[src/verilog/pmx_pkg.sv]
package pmx_pkg;

    localparam int NUM_PINS  = 8;
    localparam int NUM_SLOTS = 9;
    localparam int NUM_FUNCS = 16;
    localparam int FUNC_W    = 4;
    localparam int SLOT_W    = 4;
    localparam int STAT_W    = 9;

    typedef logic [FUNC_W-1:0] pmx_func_type;
    typedef logic [SLOT_W-1:0] pmx_slot_type;

    // Redefinition slot takes its function from the remap register
    localparam pmx_slot_type REDEF_SLOT = 4'h8;
    localparam pmx_func_type FUNC_NONE  = 4'h0;
    localparam pmx_func_type FUNC_SWDIO = 4'he;
    localparam pmx_func_type FUNC_SWCLK = 4'hf;

    // Function carried by each pin in each slot, [pin][slot]; slot 0 is general IO
    localparam pmx_func_type [NUM_PINS-1:0][NUM_SLOTS-1:0] SLOT_MAP = '{
        '{4'h0, 4'h0, 4'h0, 4'h0, 4'h0, 4'h7, 4'h3, FUNC_SWCLK, 4'h0},
        '{4'h0, 4'h0, 4'h0, 4'h0, 4'h0, 4'h8, 4'h2, FUNC_SWDIO, 4'h0},
        '{4'h0, 4'h0, 4'h0, 4'h0, 4'hd, 4'h6, 4'h1, 4'h9,       4'h0},
        '{4'h0, 4'h0, 4'h0, 4'h0, 4'h0, 4'h4, 4'hc, 4'h5,       4'h0},
        '{4'h0, 4'h0, 4'h0, 4'h0, 4'h3, 4'hb, 4'h2, 4'ha,       4'h0},
        '{4'h0, 4'h0, 4'h0, 4'h0, 4'h0, 4'h1, 4'h8, 4'h4,       4'h0},
        '{4'h0, 4'h0, 4'h0, 4'h0, 4'h9, 4'h5, 4'hd, 4'h3,       4'h0},
        '{4'h0, 4'h0, 4'h0, 4'h0, 4'h6, 4'h2, 4'h4, 4'h1,       4'h0}
    };

    localparam int           RESET_SHARED_PIN = 5;
    localparam logic [7:0]   WAKE_CAPABLE_MASK     = 8'h61;
    localparam logic [7:0]   SHUTDOWN_RETENTION_MASK = 8'h9e;

    // Register byte addresses
    localparam logic [11:0] ADDR_SLOT_SEL   = 12'h000;
    localparam logic [11:0] ADDR_GPIO_OUT   = 12'h004;
    localparam logic [11:0] ADDR_GPIO_OE    = 12'h008;
    localparam logic [11:0] ADDR_GPIO_IN    = 12'h00c;
    localparam logic [11:0] ADDR_PULL_UP    = 12'h010;
    localparam logic [11:0] ADDR_REMAP      = 12'h014;
    localparam logic [11:0] ADDR_IRQ_RISE   = 12'h018;
    localparam logic [11:0] ADDR_IRQ_FALL   = 12'h01c;
    localparam logic [11:0] ADDR_WAKE_EN    = 12'h020;
    localparam logic [11:0] ADDR_INT_STATUS = 12'h024;
    localparam logic [11:0] ADDR_INT_MASK   = 12'h028;
    localparam logic [11:0] ADDR_STATE      = 12'h02c;

    // Status bit positions
    localparam int STAT_WAKE_BIT  = 8;
    localparam int STATE_SHUT_BIT = 0;
    localparam int STATE_OPT_BIT  = 1;
    localparam int STATE_RST_BIT  = 2;

    // Reset values: debug pins on slot 1 with pull-up, others general IO, driver off
    localparam logic [31:0] SLOT_SEL_RESET = 32'h1100_0000;
    localparam logic [7:0]  PULL_UP_RESET  = 8'hc0;
    localparam logic [7:0]  GPIO_OE_RESET  = 8'h00;

    typedef struct packed {
        logic [11:0] paddr;
        logic        psel;
        logic        penable;
        logic        pwrite;
        logic [31:0] pwdata;
    } pmx_apb_req_type;

    typedef struct packed {
        logic [31:0] prdata;
        logic        pready;
        logic        pslverr;
    } pmx_apb_rsp_type;

    typedef struct packed {
        logic [NUM_PINS-1:0] out;
        logic [NUM_PINS-1:0] oe;
        logic [NUM_PINS-1:0] pull_up;
    } pmx_pin_drive_type;

endpackage : pmx_pkg

[src/verilog/pmx_pin_cell.sv]
module pmx_pin_cell (
    input  wire logic [pmx_pkg::SLOT_W-1:0]                     slot,
    input  wire pmx_pkg::pmx_func_type [pmx_pkg::NUM_SLOTS-1:0] slot_row,
    input  wire pmx_pkg::pmx_func_type                          remap_func,
    input  wire logic                                           gpio_out,
    input  wire logic                                           gpio_oe,
    input  wire logic [pmx_pkg::NUM_FUNCS-1:0]                  periph_out,
    input  wire logic [pmx_pkg::NUM_FUNCS-1:0]                  periph_oe,
    output pmx_pkg::pmx_func_type                               func,
    output logic                                                out,
    output logic                                                oe
);

    always_comb begin
        func = pmx_pkg::FUNC_NONE;
        if (slot == pmx_pkg::REDEF_SLOT) begin
            func = remap_func;
        end else if (slot < pmx_pkg::REDEF_SLOT) begin
            func = slot_row[slot[2:0]];
        end
        if (func == pmx_pkg::FUNC_NONE) begin
            out = gpio_out;
            oe  = gpio_oe;
        end else begin
            out = periph_out[func];
            oe  = periph_oe[func];
        end
    end

endmodule : pmx_pin_cell

[src/verilog/pmx_top.sv]
// The implementer's own choices: the register offsets and the APB interface to the registers.
module pmx_top (
    input  wire logic                             clock,
    input  wire logic                             reset,
    input  wire pmx_pkg::pmx_apb_req_type         apb_req,
    output pmx_pkg::pmx_apb_rsp_type              apb_rsp,
    input  wire logic [pmx_pkg::NUM_PINS-1:0]     pin_in,
    output pmx_pkg::pmx_pin_drive_type            pin_drive,
    input  wire logic [pmx_pkg::NUM_FUNCS-1:0]    periph_out,
    input  wire logic [pmx_pkg::NUM_FUNCS-1:0]    periph_oe,
    output logic [pmx_pkg::NUM_FUNCS-1:0]         periph_in,
    input  wire logic                             shutdown_mode,
    input  wire logic                             opt_reset_pin_is_reset,
    output logic                                  external_reset_input_req,
    output logic                                  wake_request,
    output logic                                  irq
);

    typedef struct packed {
        logic [31:0]                     slot_sel;
        logic [7:0]                      gpio_out;
        logic [7:0]                      gpio_oe;
        logic [7:0]                      pull_up;
        logic [31:0]                     remap;
        logic [7:0]                      irq_rise;
        logic [7:0]                      irq_fall;
        logic [7:0]                      wake_en;
        logic [pmx_pkg::STAT_W-1:0]      status;
        logic [pmx_pkg::STAT_W-1:0]      mask;
        logic [7:0]                      pin_prev;
        logic [7:0]                      hold_out;
        logic [7:0]                      hold_oe;
        logic [7:0]                      out;
        logic [7:0]                      oe;
        logic                            shut_prev;
        logic                            irq;
        logic                            wake;
        logic                            ext_rst;
        logic                            pready;
        logic                            pslverr;
        logic [31:0]                     prdata;
        logic [pmx_pkg::NUM_FUNCS-1:0]   periph_in;
    } pmx_state_type;

    localparam pmx_state_type STATE_RESET = '{
        slot_sel:  pmx_pkg::SLOT_SEL_RESET,
        gpio_oe:   pmx_pkg::GPIO_OE_RESET,
        pull_up:   pmx_pkg::PULL_UP_RESET,
        default:   '0
    };

    pmx_state_type s_reg;
    pmx_state_type s_next;

    pmx_pkg::pmx_func_type      cell_func [pmx_pkg::NUM_PINS];
    logic [pmx_pkg::NUM_PINS-1:0] cell_out;
    logic [pmx_pkg::NUM_PINS-1:0] cell_oe;

    genvar gp;
    generate
        for (gp = 0; gp < pmx_pkg::NUM_PINS; gp++) begin : g_pin
            pmx_pin_cell u_cell (
                .slot       (s_reg.slot_sel[gp*4 +: 4]),
                .slot_row   (pmx_pkg::SLOT_MAP[gp]),
                .remap_func (s_reg.remap[gp*4 +: 4]),
                .gpio_out   (s_reg.gpio_out[gp]),
                .gpio_oe    (s_reg.gpio_oe[gp]),
                .periph_out (periph_out),
                .periph_oe  (periph_oe),
                .func       (cell_func[gp]),
                .out        (cell_out[gp]),
                .oe         (cell_oe[gp])
            );
        end
    endgenerate

    always_comb begin
        logic [31:0]                rd;
        logic                       hit;
        logic                       wr;
        logic [pmx_pkg::STAT_W-1:0] clr;
        logic [pmx_pkg::STAT_W-1:0] set;
        logic [7:0]                 live_out;
        logic [7:0]                 live_oe;
        logic [7:0]                 rise;
        logic [7:0]                 fall;
        logic [7:0]                 usable;
        logic                       found;
        rd       = '0;
        hit      = 1'b1;
        wr       = 1'b0;
        clr      = '0;
        set      = '0;
        live_out = '0;
        live_oe  = '0;
        rise     = '0;
        fall     = '0;
        usable   = '1;
        found    = 1'b0;
        s_next   = s_reg;
        s_next.pready  = 1'b0;
        s_next.pslverr = 1'b0;
        s_next.wake    = 1'b0;

        // Reset-shared pin is taken away from the mux when it is the reset input
        if (opt_reset_pin_is_reset) begin
            usable[pmx_pkg::RESET_SHARED_PIN] = 1'b0;
        end

        // Register read decode
        unique case (apb_req.paddr)
            pmx_pkg::ADDR_SLOT_SEL:   rd = s_reg.slot_sel;
            pmx_pkg::ADDR_GPIO_OUT:   rd = {24'h000000, s_reg.gpio_out};
            pmx_pkg::ADDR_GPIO_OE:    rd = {24'h000000, s_reg.gpio_oe};
            pmx_pkg::ADDR_GPIO_IN:    rd = {24'h000000, pin_in};
            pmx_pkg::ADDR_PULL_UP:    rd = {24'h000000, s_reg.pull_up};
            pmx_pkg::ADDR_REMAP:      rd = s_reg.remap;
            pmx_pkg::ADDR_IRQ_RISE:   rd = {24'h000000, s_reg.irq_rise};
            pmx_pkg::ADDR_IRQ_FALL:   rd = {24'h000000, s_reg.irq_fall};
            pmx_pkg::ADDR_WAKE_EN:    rd = {24'h000000, s_reg.wake_en};
            pmx_pkg::ADDR_INT_STATUS: rd = {23'h0, s_reg.status};
            pmx_pkg::ADDR_INT_MASK:   rd = {23'h0, s_reg.mask};
            pmx_pkg::ADDR_STATE:      rd = {29'h0, s_reg.ext_rst, opt_reset_pin_is_reset, shutdown_mode};
            default:                  hit = 1'b0;
        endcase

        // Answer one cycle into the access phase
        if (apb_req.psel && apb_req.penable && !s_reg.pready) begin
            s_next.pready  = 1'b1;
            s_next.pslverr = !hit;
            s_next.prdata  = apb_req.pwrite ? 32'h00000000 : rd;
        end

        // Writes take effect on the edge that samples pready high
        wr = apb_req.psel && apb_req.penable && s_reg.pready && apb_req.pwrite;
        if (wr) begin
            unique case (apb_req.paddr)
                pmx_pkg::ADDR_SLOT_SEL:   s_next.slot_sel = apb_req.pwdata;
                pmx_pkg::ADDR_GPIO_OUT:   s_next.gpio_out = apb_req.pwdata[7:0];
                pmx_pkg::ADDR_GPIO_OE:    s_next.gpio_oe  = apb_req.pwdata[7:0];
                pmx_pkg::ADDR_PULL_UP:    s_next.pull_up  = apb_req.pwdata[7:0];
                pmx_pkg::ADDR_REMAP:      s_next.remap    = apb_req.pwdata;
                pmx_pkg::ADDR_IRQ_RISE:   s_next.irq_rise = apb_req.pwdata[7:0];
                pmx_pkg::ADDR_IRQ_FALL:   s_next.irq_fall = apb_req.pwdata[7:0];
                pmx_pkg::ADDR_WAKE_EN:    s_next.wake_en  = apb_req.pwdata[7:0] & pmx_pkg::WAKE_CAPABLE_MASK;
                pmx_pkg::ADDR_INT_STATUS: clr             = apb_req.pwdata[pmx_pkg::STAT_W-1:0];
                pmx_pkg::ADDR_INT_MASK:   s_next.mask     = apb_req.pwdata[pmx_pkg::STAT_W-1:0];
                default:                  clr             = '0;
            endcase
        end

        // Live pin drive from the mux
        for (int p = 0; p < pmx_pkg::NUM_PINS; p++) begin
            live_out[p] = cell_out[p];
            live_oe[p]  = cell_oe[p] && usable[p];
        end

        // Latch the drive on shutdown entry
        if (shutdown_mode && !s_reg.shut_prev) begin
            s_next.hold_out = live_out;
            s_next.hold_oe  = live_oe;
        end
        for (int p = 0; p < pmx_pkg::NUM_PINS; p++) begin
            if (shutdown_mode && pmx_pkg::SHUTDOWN_RETENTION_MASK[p]) begin
                if (!s_reg.shut_prev) begin
                    s_next.out[p] = live_out[p];
                    s_next.oe[p]  = live_oe[p];
                end else begin
                    s_next.out[p] = s_reg.hold_out[p];
                    s_next.oe[p]  = s_reg.hold_oe[p];
                end
            end else begin
                s_next.out[p] = live_out[p];
                s_next.oe[p]  = live_oe[p];
            end
        end

        // Input functions: lowest slot wins, then lowest pin
        for (int k = 1; k < pmx_pkg::NUM_FUNCS; k++) begin
            found = 1'b0;
            s_next.periph_in[k] = 1'b0;
            for (int sl = 0; sl < pmx_pkg::NUM_SLOTS; sl++) begin
                for (int p = 0; p < pmx_pkg::NUM_PINS; p++) begin
                    if (!found && usable[p] && cell_func[p] == pmx_pkg::pmx_func_type'(k)
                        && s_reg.slot_sel[p*4 +: 4] == pmx_pkg::pmx_slot_type'(sl)) begin
                        found = 1'b1;
                        s_next.periph_in[k] = pin_in[p];
                    end
                end
            end
        end
        s_next.periph_in[0] = 1'b0;

        // External interrupt edges on digital pins
        rise = pin_in & ~s_reg.pin_prev;
        fall = ~pin_in & s_reg.pin_prev;
        set[7:0] = ((rise & s_reg.irq_rise) | (fall & s_reg.irq_fall)) & usable;

        // Wake from shutdown on a level change of an enabled wake pin
        if (shutdown_mode && s_reg.shut_prev
            && |((rise | fall) & s_reg.wake_en & pmx_pkg::WAKE_CAPABLE_MASK)) begin
            s_next.wake = 1'b1;
            set[pmx_pkg::STAT_WAKE_BIT] = 1'b1;
        end

        // Set wins over a same-cycle clear
        s_next.status = (s_reg.status & ~clr) | set;
        s_next.irq    = |(s_next.status & s_next.mask);

        s_next.ext_rst   = opt_reset_pin_is_reset && !pin_in[pmx_pkg::RESET_SHARED_PIN];
        s_next.pin_prev  = pin_in;
        s_next.shut_prev = shutdown_mode;
    end

    always_ff @(posedge clock) begin
        if (reset) begin
            s_reg <= STATE_RESET;
        end else begin
            s_reg <= s_next;
        end
    end

    assign apb_rsp.prdata       = s_reg.prdata;
    assign apb_rsp.pready       = s_reg.pready;
    assign apb_rsp.pslverr      = s_reg.pslverr;
    assign pin_drive.out        = s_reg.out;
    assign pin_drive.oe         = s_reg.oe;
    assign pin_drive.pull_up    = s_reg.pull_up;
    assign periph_in            = s_reg.periph_in;
    assign external_reset_input_req = s_reg.ext_rst;
    assign wake_request         = s_reg.wake;
    assign irq                  = s_reg.irq;

endmodule : pmx_top
[config.mk]
export PLATFORM = sky130hd
export DESIGN_NAME = pmx_top
export DESIGN_NICKNAME = d
export VERILOG_FILES = /design/src/verilog/pmx_pkg.sv /design/src/verilog/pmx_pin_cell.sv /design/src/verilog/pmx_top.sv
export SDC_FILE = /design/constraint.sdc
export NUM_CORES = 2
export LEC_CHECK = 0
export ABC_AREA = 1
export BUFFER_PORTS_ARGS = -buffer_cell sky130_fd_sc_hd__buf_2
export CORE_AREA = 2 2 266 268
export CTS_CLUSTER_SIZE = 40
export DETAILED_ROUTE_END_ITERATION = 12
export DIE_AREA = 0 0 268 270
export SYNTH_ARGS = -nofsm -noshare
export SYNTH_HDL_FRONTEND = slang
export SYNTH_SLANG_ARGS = --single-unit
[constraint.sdc]
create_clock -name clock -period 9.2 [get_ports clock]
set_input_delay 0.46 -clock clock [delete_from_list [all_inputs] [get_ports clock]]
set_output_delay 0.46 -clock clock [all_outputs]
set_load 0.05 [all_outputs]
# Yosys cells after proc, flatten, opt, wreduce, memory -nomap -nowiden
# Memory sizes are Yosys's and may differ from the RTL's. A register that Yosys moved wholly into a read port is not among the register bits.
# Index checks and enable logic that the tools add are counted.
[word_totals]
out_inout_bits = 77
inputBits = 91
word_cells = 5916
rom_bits = 256
n_memories = 8
ff_bits = 219
[mem_list]
columns = ["name", "depth", "word_bits", "read_ports", "rd_clocked_by_memory_dff", "write_ports", "line_no", "rtl"]
rows = [
  ["(name not given)", 8, 4, 1, 1, 0, "pmx_pin_cell.sv:19", "func = slot_row[slot[2:0]];"],
  ["(name not given)", 8, 4, 1, 1, 0, "pmx_pin_cell.sv:19", ""],
  ["(name not given)", 8, 4, 1, 1, 0, "pmx_pin_cell.sv:19", ""],
  ["(name not given)", 8, 4, 1, 1, 0, "pmx_pin_cell.sv:19", ""],
  ["(name not given)", 8, 4, 1, 1, 0, "pmx_pin_cell.sv:19", ""],
  ["(name not given)", 8, 4, 1, 1, 0, "pmx_pin_cell.sv:19", ""],
  ["+2 memories", "-", "-", "-", "-", "-", "-", ""],
]
[op_classes]
n_reduce_logical = 3387
n_mux = 2263
magnitude_cmp = 24
bitwise = 15
eq_ne = 195
[ops]
columns = ["op", "n"]
rows = [
  ["logical AND 1 bit", 2289],
  ["two-way mux 1 bit", 2200],
  ["logical NOT 1 bit", 1069],
  ["case mux 32 bit (12 select lines)", 1],
  ["== test 4 bit, second input constant", 72],
  ["== test 4 x 3 -> 1 bit, second input constant", 64],
  ["== test 4 x 2 -> 1 bit, second input constant", 32],
  ["two-way mux 4 bit", 24],
  ["binary-select mux 1 bit (select 4 bit)", 16],
  ["== test 4 x 1 -> 1 bit, second input constant", 16],
  ["logical NOT 4 bit", 16],
  ["== test 12 x 5 -> 1 bit, second input constant", 4],
  ["== test 12 x 6 -> 1 bit, second input constant", 4],
  ["two-way mux 3 bit", 16],
  ["bitwise AND 8 bit", 5],
  ["less-than comparator 3 x 5 -> 1 bit, second input constant", 8],
  ["less-than comparator 4 x 5 -> 1 bit, second input constant", 8],
  ["two-way mux 9 bit", 4],
  ["two-way mux 34 bit", 1],
  ["less-than comparator 4 bit, second input constant", 8],
  ["two-way mux 32 bit", 1],
  ["== test 12 x 4 -> 1 bit, second input constant", 2],
  ["bitwise AND 9 bit", 2],
  ["NOT 8 bit", 2],
  ["13 further kinds", 20],
]

# Depth between registers and ports, before layout
[logic_depth]
depth_word = 300
depth_mapped = 47
mapped_depth_nobuf = 47

# Hierarchy
# From an unflattened synthesis, not the netlist that was laid out.
[hier_totals]
hier_cells = 7995
hier_area_um2 = 43650.6
[by_module_without_submodules]
columns = ["mod", "instances", "seq_area_each_um2", "area_each_um2", "cells_each"]
rows = [
  ["pmx_top", 1, 4244.1, 36563.8, 6571],
  ["pmx_pin_cell", 8, 0.0, 885.8, 178],
]

# Worst setup path after synthesis
# No wires, ideal clock.
[synth_path]
path_kind = "register to register"
startpoint = "reg s_reg[196] in the netlist's numbering"
endpoint = "reg s_reg, in the netlist periph_in[12]"
path_buffers = 0
synth_period_minus_slack_ps = 5029
required_time_ps = 9133
path_stages_with_launch = 45
t_arrival_ps = 4963
setup_ps = 67
setup_slack_ps = 4171
path_cell_list = "dfxtp_1 > nor2_4 > nand3_2 > nand2_4 > inv_6 > nand2_8 > nor2_8 > nand2_2 > nand2_2 > inv_2 > o21ai_2 > a21oi_2 > o21a_1 > nand2_2 > a21oi_2 > o21ai_2 > nor2_2 > nand2_2 > (+9 left out) > nand4_4 > nor2_4 > nand4_2 > nor2_4 > nand4_2 > nor2_2 > nand4_1 > nor2_2 > nand4_2 > nor2_2 > nand4_2 > nor2_2 > nand4_2 > nor2_2 > nand3_1 > o21ai_1 > nand2_1 > a21oi_2"
[synth_between]
elab_chain_cells = 296
word_cells_on_any_way = 375
cone_classes = "1 x order compare; 9 x eq/ne; 143 x mux; 222 x reduce/logical"
[synth_lines]
columns = ["element", "line_no", "rtl"]
rows = [
  ["from (decl)", "pmx_top.sv:52", "pmx_state_type s_reg;"],
  ["from (signal assigned)", "pmx_top.sv:219", "s_reg <= s_next;"],
  ["less-than comparator 4 bit", "pmx_pin_cell.sv:18", "end else if (slot < pmx_pkg::REDEF_SLOT) begin"],
  ["two-way mux 4 bit", "pmx_pin_cell.sv:18", ""],
  ["two-way mux 4 bit", "pmx_pin_cell.sv:16", "if (slot == pmx_pkg::REDEF_SLOT) begin"],
  ["== test 4 bit", "pmx_top.sv:184", "if (!found && usable[p] && cell_func[p] == pmx_pkg::pmx_func_type'(k)"],
  ["logical AND 1 bit", "pmx_top.sv:184", ""],
  ["logical AND 1 bit", "pmx_top.sv:185", "&& s_reg.slot_sel[p*4 +: 4] == pmx_pkg::pmx_slot_type'(sl)) begin"],
  ["two-way mux 1 bit", "pmx_top.sv:184", ""],
  ["logical NOT 1 bit", "pmx_top.sv:184", ""],
  ["(+280 left out)", "-", ""],
  ["logical NOT 1 bit", "pmx_top.sv:184", ""],
  ["logical AND 1 bit", "pmx_top.sv:184", ""],
  ["logical AND 1 bit", "pmx_top.sv:185", ""],
  ["two-way mux 1 bit", "pmx_top.sv:184", ""],
  ["logical NOT 1 bit", "pmx_top.sv:184", ""],
  ["logical AND 1 bit", "pmx_top.sv:184", ""],
  ["logical AND 1 bit", "pmx_top.sv:185", ""],
  ["two-way mux 1 bit *", "pmx_top.sv:184", ""],
]
# Every way passes the cells marked *; elsewhere a longest branch is shown, timed or not.
# A chain may end at the register's enable or synchronous reset.

# Worst setup path after layout
[layout_path]
startpoint = "reg s_reg[215] in the netlist's numbering"
endpoint = "reg s_reg, in the netlist periph_in[9]"
[layout_between]
elab_chain_cells = 279
word_cells_on_any_way = 354
cone_classes = "1 x order compare; 9 x eq/ne; 135 x mux; 209 x reduce/logical"
[layout_lines]
columns = ["element", "line_no"]
rows = [
  ["less-than comparator 4 bit", "pmx_pin_cell.sv:18"],
  ["two-way mux 4 bit", "pmx_pin_cell.sv:18"],
  ["two-way mux 4 bit", "pmx_pin_cell.sv:16"],
  ["== test 4 bit", "pmx_top.sv:184"],
  ["logical AND 1 bit", "pmx_top.sv:184"],
  ["logical AND 1 bit", "pmx_top.sv:185"],
  ["two-way mux 1 bit", "pmx_top.sv:184"],
  ["logical NOT 1 bit", "pmx_top.sv:184"],
  ["(+263 left out)", "-"],
  ["logical NOT 1 bit", "pmx_top.sv:184"],
  ["logical AND 1 bit", "pmx_top.sv:184"],
  ["logical AND 1 bit", "pmx_top.sv:185"],
  ["two-way mux 1 bit", "pmx_top.sv:184"],
  ["logical NOT 1 bit", "pmx_top.sv:184"],
  ["logical AND 1 bit", "pmx_top.sv:184"],
  ["logical AND 1 bit", "pmx_top.sv:185"],
  ["two-way mux 1 bit *", "pmx_top.sv:184"],
]
# Marks and branches as above.

==> impl_metrics.env <==
export IMPL_cts_root_buffer="clkbuf_16"
export IMPL_synthFlopType="dfxtp_1"
export IMPL_hpwl_um=117000
export IMPL_place_congestion=1.11
export IMPL_synth_seq_cells=238
export IMPL_slew_headroom=0.0821
export IMPL_p_total_w=0.00248
export IMPL_via_count=36400
export IMPL_dp_slack_ns=2.64
export IMPL_dpl_cell_area_um2=29100
export IMPL_grt_pass1_vias=33000
export IMPL_ys_top_cells_by_count="780 x nor2_1, 606 x inv_1, 576 x nand2_1, 326 x nand4_1, 304 x nand3_1"
export IMPL_yosysWarnings=0
export IMPL_start_util=0.395
export IMPL_synth_edff_count=0
export IMPL_viasPerCell=6.51
export IMPL_htreeDepth=1
export IMPL_crit_path_end="periph_in[9]"
export IMPL_yosysMostFrequentCell="nor2_1"
export IMPL_grt_start_max_net_pins=77
export IMPL_ir_drop_mv=0.134
export IMPL_die_w_um=268
export IMPL_outcome="finished, final reports clean"
export IMPL_cp_max_fo=8
export IMPL_setup_slack_ns=2.28
export IMPL_cts_buffers_inserted=27
export IMPL_ctsHoldBuffers=0
export IMPL_slowest_stage="nor2_1"
export IMPL_synth_nets=4673
export IMPL_wl_um=162000
export IMPL_synthToLayoutAreaGrowth_pct=9.52
export IMPL_startpoint_type="register"
export IMPL_critPathArrivalTime_ns=7.39
export IMPL_ios=168
export IMPL_seqPwrFrac=0.421
export IMPL_cap_violations=0
export IMPL_cts_resized=0
export IMPL_skew_ns=0.0169
export IMPL_drc=0
export IMPL_initialDrtViolationCount=5682
export IMPL_syn_area_per_cell_um2=6.01
export IMPL_dieHeight_um=270
export IMPL_io_buffers=166
export IMPL_drt_wirelength_per_cell_um=28.9
export IMPL_insertion_delay_ns=0.61
export IMPL_p_leak_nw=11.6
export IMPL_drive_gt1_frac=0.154
export IMPL_powerDensity_nw_per_um2=82.3
export IMPL_cts_sinks=238
export IMPL_clockPowerShare=0.473
export IMPL_core_area_um2=69500
export IMPL_max_stage_delay_ns=0.79
export IMPL_synthTopCellsByArea="dfxtp_1 17%, nor2_1 11%, inv_1 8.3%"
export IMPL_r2r_end="periph_in[9]"
export IMPL_synthCells=4573
export IMPL_switching_share=0.290
export IMPL_finalNonFillerCells=5599
export IMPL_synth_top_area_cell="dfxtp_1"
export IMPL_fin_area_um2=30100
export IMPL_rr_startpoint="s_reg[215]"
export IMPL_syn_cell_area_um2=27500
export IMPL_async_flop_share=0
export IMPL_finalCritPeriodShare=0.752
export IMPL_dp_cells=5539
export IMPL_synth_distinct_cells=78
export IMPL_grt_pass1_wl_um=229000
export IMPL_hold_path_startpoint="apb_req[31]"
export IMPL_critPathMostFrequentCell="nand4_1"
export IMPL_worst_slew_pin_slew_ns=1.37
export IMPL_cp_end_kind="register"
export IMPL_worst_hold_path_type="input pin to register"
export IMPL_fin_crit_ns=6.92
export IMPL_rows=97
export IMPL_track_usage=0.430
export IMPL_final_max_slew_viol_count=0
export IMPL_rr_worst_depth=32
export IMPL_cp_startpoint="s_reg[215]"
export IMPL_ant_nets=0
export IMPL_cts_tree="built"
export IMPL_synth_yosys_seq_area_share=0.173
export IMPL_synth_top_cell_area_share=0.173
export IMPL_combPwrFrac=0.106
export IMPL_antenna_found_initial=13
export IMPL_postCtsSetupBuffers=0
export IMPL_clk_pin_slew_ns=0.06
export IMPL_cts_path_max_buffers=3
export IMPL_switchingPower_w=0.000719
export IMPL_p_int_w=0.00176
export IMPL_tns_ns=0
export IMPL_rsz0062_at_grt="false"
export IMPL_die_area_um2=72400
export IMPL_worstSetupPathType="register to register"
export IMPL_reg2reg_slack_ns=2.28
export IMPL_drt_first_pass_iters=9
export IMPL_cp_data_required_time_ns=9.67
export IMPL_finalNetCount=4728
export IMPL_hold_violations=0
export IMPL_setup_viol=0
export IMPL_grt_overflow_total=0
export IMPL_clock_fmax_ghz=0.145
[layout make-up]
type	count	area [um2]
Clock buffer	39	771
Timing Repair Buffer	281	1720
Inverter	653	2460
Multi-Input combinational cell	3427	19000
Fill cell	7574	39400
Sequential cell	238	4760
Tap cell	940	1180
Antenna cell	11	27.5
Clock inverter	10	153
[per-stage QoR]
| step | hold slack, ns | utilization |
|---|---|---|
| finish | 0.154 | 0.433 |
| detailed placement | 0.454 | 0.419 |
| global route | 0.189 | 0.433 |
| global placement | 0.451 | 0.419 |
| CTS | 0.150 | 0.432 |
| floorplan | 0.437 | - |
[power by group through the flow]
stage	logic (W)	clock network (W)	registers, W
2_1_floorplan	0.000123	0	0.00106
4_1_cts	0.000245	0.00118	0.00104
6_report	0.000263	0.00117	0.00104
3_3_place_gp	0.000245	0	0.00106
3_5_place_dp	0.000244	0	0.00106
5_1_grt	0.000260	0.00121	0.00104
[placed cells by master, fill, tap and decap left out, types with 41 or more instances in the layout]
cell / count
nor2_1: 779
inv_1: 603
nand2_1: 575
nand4_1: 326
nand3_1: 304
dfxtp_1: 238
nor3_1: 180
buf_2: 165
a21oi_1: 161
o21ai_0: 152
buf_4: 114
nor4_1: 108
o22ai_1: 96
nor2_4: 67
a21oi_2: 60
nand3b_1: 54
nor2_2: 51
o21ai_1: 49
nand4_2: 45
a211oi_1: 41
[routing by layer]
metal,track usage,vias to the layer above,wire (um)
li1,-,15900,-
met2,0.583,2848,61100
met4,0.302,16,14700
met1,0.541,16800,60100
met5,0,-,115
met3,0.183,834,25600
[worst min path at each step]
stage,endpoint,cells past startpoint
floorplan,s_reg[134],2
global placement,apb_rsp[20],2
detailed placement,apb_rsp[30],2
CTS,s_reg[223],3
global route,s_reg[157],3
finish,s_reg[167],3
[cells by family (layout without fill, tap and decap cells)]
family | Yosys count | count (layout) | share of synthesized area
simple gates | 2638 | 2638 | 0.497
buf+inv | 908 | 983 | 0.137
compound gates | 777 | 777 | 0.187
flops | 238 | 238 | 0.173
fa+ha+maj | 9 | 9 | 0.00410
xor+xnor | 2 | 2 | 0.000638
other cells | 1 | 12 | 0.000136
[critical path, delay by kind of cell (launching register included)]
family	cells	cell delay, ns
AND/OR/NAND/NOR	22	4.45
AO/OA/AOI/OAI	7	1.00
flip-flops	1	0.55
buffers and inverters	3	0.78
No activity file was read; power rests on OpenSTA's default activity.
